<file path="src/core/serial_port_pkg.sv">
// Constants shared by the serial host register port.
// Assumes a 250 MHz core clock and a host-driven shift clock.
package serial_port_pkg;
  // ----------------------------------------------------------------
  // Frame layout (counts of shift-clock rising edges already seen)
  // ----------------------------------------------------------------
  localparam logic [4:0] CNT_DIR = 5'h00;
  localparam logic [4:0] CNT_ADDR_LAST = 5'h06;
  localparam logic [4:0] CNT_PAD = 5'h07;
  localparam logic [4:0] CNT_DATA_FIRST = 5'h08;
  localparam logic [4:0] CNT_DATA_LAST = 5'h0F;
  localparam logic [4:0] CNT_FRAME = 5'h10;
  localparam logic [4:0] CNT_OVERRUN = 5'h11;
  localparam logic DIR_WRITE = 1'h0;
  localparam logic DIR_READ = 1'h1;
  // ----------------------------------------------------------------
  // Widths and reset values
  // ----------------------------------------------------------------
  localparam int ADDR_W = 6;
  localparam int DATA_W = 8;
  localparam logic [5:0] ADDR_RST = 6'h00;
  localparam logic [7:0] DATA_RST = 8'h00;
  // ----------------------------------------------------------------
  // Timing
  // ----------------------------------------------------------------
  localparam int CLK_PERIOD_NS = 4;
  localparam int RESET_MIN_NS = 10;
  localparam int RESET_MIN_CYC =
    (RESET_MIN_NS + CLK_PERIOD_NS - 1) / CLK_PERIOD_NS;
endpackage

</file>
<file path="src/core/pin_sync.sv">
// Two-stage synchroniser for the three host pins.
// Assumes pins are asynchronous to clk_i.
`timescale 1ns/1ns
module pin_sync (
  input wire logic clk_i,
  input wire logic rst_n_i,
  input wire logic [2:0] pin_i,
  output logic [2:0] pin_o
);
  typedef struct packed {
    logic [2:0] s1;
    logic [2:0] s2;
  } sync_t;

  sync_t st_r;
  sync_t st_nxt;

  // Select idles high, clock and data idle low
  always_comb begin
    st_nxt = st_r;
    st_nxt.s1 = pin_i;
    st_nxt.s2 = st_r.s1;
  end

  always_ff @(posedge clk_i or negedge rst_n_i) begin
    if (!rst_n_i) begin
      st_r <= '{s1: 3'h4, s2: 3'h4};
    end else begin
      st_r <= st_nxt;
    end
  end

  assign pin_o = st_r.s2;
endmodule

</file>
<file path="src/core/serial_host_port.sv">
// Serial host register port: 16-bit frames in, register strobes out.
// Assumes the register file sits on clk_i and answers rd_addr_o
// within a few cycles; host pins are asynchronous.
`timescale 1ns/1ns
// Notes on behaviour
// - A frame is exactly sixteen bits
// - Input sampled on shift clock rising edges
// - Write commits only at select high
// - Output changes only on falling edges
// - First bit: zero writes, one reads
// - Bits two to seven: index, LSB first
// - Eighth bit is ignored padding
// - Bits nine to sixteen: write data
// - Read bit zero out at fall eight
// - Output released after eight read bits
// - Reset low restores all defaults
// - Active-low attention output for events
module serial_host_port (
  input wire logic clk_i,
  input wire logic rst_n_i,
  input wire logic sel_n_i,
  input wire logic sclk_i,
  input wire logic serial_in_line_i,
  output logic serial_out_line_o,
  output logic serial_out_line_oe_o,
  output logic wr_en_o,
  output logic [5:0] wr_addr_o,
  output logic [7:0] wr_data_o,
  output logic [5:0] rd_addr_o,
  input wire logic [7:0] rd_data_i,
  input wire logic event_i,
  output logic attn_n_o
);
  typedef struct packed {
    logic [4:0] cnt;
    logic dir;
    logic [5:0] addr;
    logic [7:0] data;
    logic sclk_prev;
    logic sel_prev;
    logic [7:0] out_sh;
    logic out;
    logic oe;
    logic wr_en;
    logic [5:0] wr_addr;
    logic [7:0] wr_data;
    logic [5:0] rd_addr;
    logic attn_n;
  } port_t;

  port_t st_r;
  port_t st_nxt;
  logic [2:0] pins_s;
  logic sel_n_s;
  logic sclk_s;
  logic sin_s;
  logic rise_w;
  logic fall_w;

  // ----------------------------------------------------------------
  // Pin synchronisers
  // ----------------------------------------------------------------
  pin_sync u_sync (
    .clk_i(clk_i),
    .rst_n_i(rst_n_i),
    .pin_i({sel_n_i, sclk_i, serial_in_line_i}),
    .pin_o(pins_s)
  );

  assign sel_n_s = pins_s[2];
  assign sclk_s = pins_s[1];
  assign sin_s = pins_s[0];
  // Edges found by the core clock; shift clock is far slower
  assign rise_w = sclk_s & ~st_r.sclk_prev;
  assign fall_w = ~sclk_s & st_r.sclk_prev;

  // ----------------------------------------------------------------
  // Frame engine
  // ----------------------------------------------------------------
  always_comb begin
    st_nxt = st_r;
    st_nxt.wr_en = 1'h0;
    st_nxt.sclk_prev = sclk_s;
    st_nxt.sel_prev = sel_n_s;
    st_nxt.attn_n = ~event_i;
    if (sel_n_s) begin
      st_nxt.cnt = serial_port_pkg::CNT_DIR;
      st_nxt.oe = 1'h0;
      if (!st_r.sel_prev && st_r.cnt == serial_port_pkg::CNT_FRAME &&
          st_r.dir == serial_port_pkg::DIR_WRITE) begin
        st_nxt.wr_en = 1'h1;
        st_nxt.wr_addr = st_r.addr;
        st_nxt.wr_data = st_r.data;
      end
    end else begin
      if (rise_w && st_r.cnt != serial_port_pkg::CNT_OVERRUN) begin
        st_nxt.cnt = st_r.cnt + 5'h01;
        if (st_r.cnt == serial_port_pkg::CNT_DIR) begin
          st_nxt.dir = sin_s;
        end else if (st_r.cnt <= serial_port_pkg::CNT_ADDR_LAST) begin
          st_nxt.addr[st_r.cnt[2:0] - 3'h1] = sin_s;
          if (st_r.cnt == serial_port_pkg::CNT_ADDR_LAST) begin
            st_nxt.rd_addr = {sin_s, st_r.addr[4:0]};
          end
        end else if (st_r.cnt >= serial_port_pkg::CNT_DATA_FIRST &&
                     st_r.cnt <= serial_port_pkg::CNT_DATA_LAST) begin
          st_nxt.data[st_r.cnt[2:0]] = sin_s;
        end
      end
      if (fall_w && st_r.dir == serial_port_pkg::DIR_READ) begin
        if (st_r.cnt == serial_port_pkg::CNT_DATA_FIRST) begin
          st_nxt.out_sh = rd_data_i;
          st_nxt.out = rd_data_i[0];
          st_nxt.oe = 1'h1;
        end else if (st_r.cnt > serial_port_pkg::CNT_DATA_FIRST &&
                     st_r.cnt <= serial_port_pkg::CNT_DATA_LAST) begin
          st_nxt.out = st_r.out_sh[st_r.cnt[2:0]];
        end else if (st_r.cnt >= serial_port_pkg::CNT_FRAME) begin
          st_nxt.oe = 1'h0;
        end
      end
    end
  end

  always_ff @(posedge clk_i or negedge rst_n_i) begin
    if (!rst_n_i) begin
      st_r <= '{cnt: 5'h00, dir: 1'h0,
                addr: serial_port_pkg::ADDR_RST,
                data: serial_port_pkg::DATA_RST,
                sclk_prev: 1'h0, sel_prev: 1'h1,
                out_sh: serial_port_pkg::DATA_RST, out: 1'h0, oe: 1'h0,
                wr_en: 1'h0, wr_addr: serial_port_pkg::ADDR_RST,
                wr_data: serial_port_pkg::DATA_RST,
                rd_addr: serial_port_pkg::ADDR_RST, attn_n: 1'h1};
    end else begin
      st_r <= st_nxt;
    end
  end

  assign serial_out_line_o = st_r.out;
  assign serial_out_line_oe_o = st_r.oe;
  assign wr_en_o = st_r.wr_en;
  assign wr_addr_o = st_r.wr_addr;
  assign wr_data_o = st_r.wr_data;
  assign rd_addr_o = st_r.rd_addr;
  assign attn_n_o = st_r.attn_n;

  // ----------------------------------------------------------------
  // Checks
  // ----------------------------------------------------------------
  a_write_full_frame: assert property (@(posedge clk_i) disable iff (!rst_n_i)
    st_r.wr_en |-> $past(st_r.cnt) == 5'h10 && $past(st_r.dir) == 1'h0)
    else $error("write without full frame");
  a_count_bounded: assert property (@(posedge clk_i) disable iff (!rst_n_i)
    st_r.cnt <= 5'h11) else $error("bit count beyond overrun");
  a_select_clears: assert property (@(posedge clk_i) disable iff (!rst_n_i)
    sel_n_s |=> st_r.cnt == 5'h00 && !st_r.oe)
    else $error("count not cleared");
  a_dir_sampled: assert property (@(posedge clk_i) disable iff (!rst_n_i)
    !sel_n_s && rise_w && st_r.cnt == 5'h00 |=> st_r.dir == $past(sin_s))
    else $error("direction not sampled");
  a_addr_lsb_first: assert property (@(posedge clk_i) disable iff (!rst_n_i)
    !sel_n_s && rise_w && st_r.cnt == 5'h01 |=> st_r.addr[0] == $past(sin_s))
    else $error("index bit zero wrong");
  a_pad_ignored: assert property (@(posedge clk_i) disable iff (!rst_n_i)
    !sel_n_s && rise_w && st_r.cnt == 5'h07
      |=> $stable(st_r.addr) && $stable(st_r.data))
    else $error("pad bit stored");
  a_data_lsb_first: assert property (@(posedge clk_i) disable iff (!rst_n_i)
    !sel_n_s && rise_w && st_r.cnt == 5'h08 |=> st_r.data[0] == $past(sin_s))
    else $error("data bit zero wrong");
  a_out_on_fall: assert property (@(posedge clk_i) disable iff (!rst_n_i)
    $changed(serial_out_line_o) |-> $past(fall_w))
    else $error("output moved off a fall");
  a_first_read_bit: assert property (@(posedge clk_i) disable iff (!rst_n_i)
    !sel_n_s && fall_w && st_r.dir && st_r.cnt == 5'h08
      |=> serial_out_line_oe_o && serial_out_line_o == $past(rd_data_i[0]))
    else $error("read bit zero missing");
  a_release_after: assert property (@(posedge clk_i) disable iff (!rst_n_i)
    fall_w && st_r.cnt >= 5'h10 |=> !serial_out_line_oe_o)
    else $error("output not released");
  a_attn_follows: assert property (@(posedge clk_i) disable iff (!rst_n_i)
    event_i |=> !attn_n_o) else $error("attention not raised");
endmodule

</file>
<file path="config.mk">
export PLATFORM = sky130hd
export DESIGN_NAME = serial_host_port
export DESIGN_NICKNAME = d
export VERILOG_FILES = /design/src/core/serial_port_pkg.sv /design/src/core/pin_sync.sv /design/src/core/serial_host_port.sv
export SDC_FILE = /design/constraint.sdc
export NUM_CORES = 1
export LEC_CHECK = 0
export BUFFER_PORTS_ARGS = -buffer_cell sky130_fd_sc_hd__buf_2
export CORE_UTILIZATION = 61
export DETAILED_ROUTE_END_ITERATION = 6
export PLACE_DENSITY_LB_ADDON = 0.1
export SYNTH_ARGS = -nofsm -noshare
export SYNTH_HDL_FRONTEND = slang
export SYNTH_HIERARCHICAL = 1
export SYNTH_SLANG_ARGS = --single-unit
export TNS_END_PERCENT = 5
</file>
<file path="constraint.sdc">
create_clock -name clk_i -period 3.7 [get_ports clk_i]
set_input_delay 0.185 -clock clk_i [delete_from_list [all_inputs] [get_ports clk_i]]
set_output_delay 0.185 -clock clk_i [all_outputs]
set_load 0.01 [all_outputs]
</file>
==> impl_metrics.env <==
export IMPL_status="finished clean"
export IMPL_vias_per_cell=5.56
export IMPL_wl_per_cell_microns=14.6
export IMPL_powerDensity_nw_per_um2=434
export IMPL_root_buffer="clkbuf_8"
export IMPL_drt_iter0_markers=83
export IMPL_finalSetupViolCount=0
export IMPL_ctsLongestPathBuffers=2
export IMPL_crit_type="reg -> reg"
export IMPL_portBuffers=37
export IMPL_cp_cell_sequence="inv_1 -> ha_1 -> nand4bb_1 -> nand4b_1 -> nor4_1 -> mux2_2"
export IMPL_grtUsageTotal=0.205
export IMPL_core_area_sq_um=4380
export IMPL_grt_pass1_vias=1637
export IMPL_grt_overflow=0
export IMPL_syn_area_sq_um=2810
export IMPL_finalHoldViolations=0
export IMPL_gp_congestion=0.816
export IMPL_leakage_nw=1.52
export IMPL_critPathArrivalTime_ns=2.62
export IMPL_yosysUniqueCellTypes=45
export IMPL_fmax_mhz=417
export IMPL_cp_end_kind="flip-flop"
export IMPL_drive_gt1_frac=0.413
export IMPL_skew_ns=0.00756
export IMPL_drv_slew=0
export IMPL_grt_first_pass_wirelength_mm=7.62
export IMPL_max_slew_margin=0.520
export IMPL_maxCapViolations=0
export IMPL_dieHeight_microns=69.9
export IMPL_cpPeakStageDelay_ns=0.53
export IMPL_final_nets=262
export IMPL_yosysSeqAreaShare=0.536
export IMPL_path_clk_slew_ns=0.06
export IMPL_peakVddDrop_mv=0.353
export IMPL_die_w_microns=69.9
export IMPL_vias=1661
export IMPL_hold_class="in -> async"
export IMPL_syn_num_nets=241
export IMPL_rsz0062_at_grt="no"
export IMPL_placed_cell_area_sq_um=2830
export IMPL_io_pins=38
export IMPL_drc=0
export IMPL_cts_max_level=3
export IMPL_first_pass_iters=4
export IMPL_start_util=0.641
export IMPL_synth_cells=221
export IMPL_clkLatencyLatePin_ns=0.33
export IMPL_required_ns=3.92
export IMPL_num_rows=24
export IMPL_async_reset_ff_frac=1.00
export IMPL_die_area_sq_um=4880
export IMPL_wl_mm=4.36
export IMPL_cts_resized=0
export IMPL_synth_edf_count=0
export IMPL_area_growth_pct=8.37
export IMPL_ys_top_cells_by_area="dfrtp_1 50%, mux2_2 14%, buf_4 5.3%"
export IMPL_worst_pin_slew_ns=0.720
export IMPL_period_needed_ns=2.40
export IMPL_hpwl_mm=2.96
export IMPL_yosys_cell_count_top_type="dfrtp_1"
export IMPL_ys_top_cells_by_count="56 x dfrtp_1, 34 x mux2_2, 20 x buf_4, 13 x nor3_1, 11 x nor2_1"
export IMPL_yosysTopAreaCell="dfrtp_1"
export IMPL_cts_tree="built"
export IMPL_cpLargestDelayFamily="simple AND/OR/NAND/NOR gates"
export IMPL_cp_num_buf_inv=1
export IMPL_synth_seq_cells=60
export IMPL_slowest_stage="dfrtp_1"
export IMPL_grt_max_degree=61
export IMPL_synth_top_area_frac=0.499
export IMPL_yosys_warnings=6
export IMPL_holdWs_ns=0.00291
export IMPL_cts_buffers=9
export IMPL_postRouteAntennaNets=0
export IMPL_synth_avg_cell_area_sq_um=12.7
export IMPL_antenna_found_initial=0
export IMPL_synth_ff_type="dfrtp_1"
export IMPL_diodes=0
export IMPL_fin_crit_sh=0.648
export IMPL_crit_fanout=11
export IMPL_clock_sinks=60
export IMPL_fin_area_sq_um=3040
export IMPL_crit_path_start_kind="flip-flop"
export IMPL_setup_tns_ns=0
[placed cells by master, fill, tap and decap left out, types with 2 or more instances in the layout]
cell type,Yosys,routed
inv_1,6,6
clkinv_2,0,2
nand4b_1,2,2
mux2i_1,3,3
xor2_1,3,3
nor2_1,11,11
nand2_1,6,6
buf_2,1,37
a21oi_1,3,3
mux2_2,34,34
ha_1,6,6
nor4_1,2,2
dlygate4sd3_1,0,4
nor3_1,13,13
nand3b_1,2,2
mux2_4,9,9
clkbuf_1,6,3
or2_2,2,2
clkbuf_8,0,11
dfstp_2,4,4
dfrtp_1,56,56
nand3_1,4,4
o21ai_0,2,2
[worst paths after layout]
check                      cells after the start  slack [ns]                  startpoint                         to
max in group asynchronous                      2        3.23                     rst_n_i       st_r[29]$_DFFE_PN0P_
min in group clk_i                             2        0.08                rd_data_i[7]       st_r[31]$_DFFE_PN0P_
min                                            2       0.003                     rst_n_i       st_r[50]$_DFFE_PN0P_
min reg2reg                                    0        0.34  u_sync/st_nxt[0]$_DFF_PN0_  u_sync/pin_o[0]$_DFF_PN0_
max                                            6        1.30        st_r[50]$_DFFE_PN0P_                  flip-flop
max reg2reg                                    6        1.30        st_r[50]$_DFFE_PN0P_                  flip-flop
[cell type report]
| class | instances | area, sq um |
|---|---|---|
| sequential | 60 | 1510 |
| timing repair buffer | 42 | 233 |
| multi-input combinational | 123 | 1040 |
| fill | 335 | 1340 |
| inverter | 6 | 22.5 |
| clock buffer | 14 | 163 |
| clock inverter | 2 | 10.0 |
| tap | 52 | 65.1 |
[logic make-up after synthesis]
group / count (synthesis) / synth area share
mux: 46 / 0.195
fa+ha+maj: 6 / 0.0267
buf+inv: 38 / 0.0918
simple gates: 54 / 0.107
flops: 60 / 0.536
compound gates: 13 / 0.0303
xor+xnor: 4 / 0.0125
[layer usage]
| layer | GRT usage | up-vias | part of all wire |
|---|---|---|---|
| met5 | 0 | - | 0 |
| met4 | 0.102 | 0 | 0.018 |
| met3 | 0.0736 | 12 | 0.053 |
| met2 | 0.301 | 49 | 0.48 |
| met1 | 0.271 | 811 | 0.45 |
| li1 | - | 789 | - |
[power by group]
group	leakage, nW	switching, mW	total [mW]	internal [mW]
Clock	0.0905	0.227	0.504	0.278
Sequential	0.785	0.0259	0.714	0.689
Combinational	0.649	0.0536	0.103	0.0498
[through the flow]
| step | util | total power, mW | std cells | worst slack (ns) |
|---|---|---|---|---|
| floorplan | - | 0.793 | 221 | 1.69 |
| global placement | 0.646 | 0.822 | 279 | 1.31 |
| detailed placement | 0.646 | 0.828 | 279 | 1.34 |
| CTS | 0.694 | 1.34 | 299 | 1.31 |
| global route | 0.694 | 1.39 | 299 | 1.09 |
| finish | 0.694 | 1.32 | 299 | 1.30 |
[what timing repair did]
action,CTS,global route
endpoints found under the hold margin,4,0
setup buffers,0,0
hold buffers,4,0
Power figures use the tool's default switching activity.
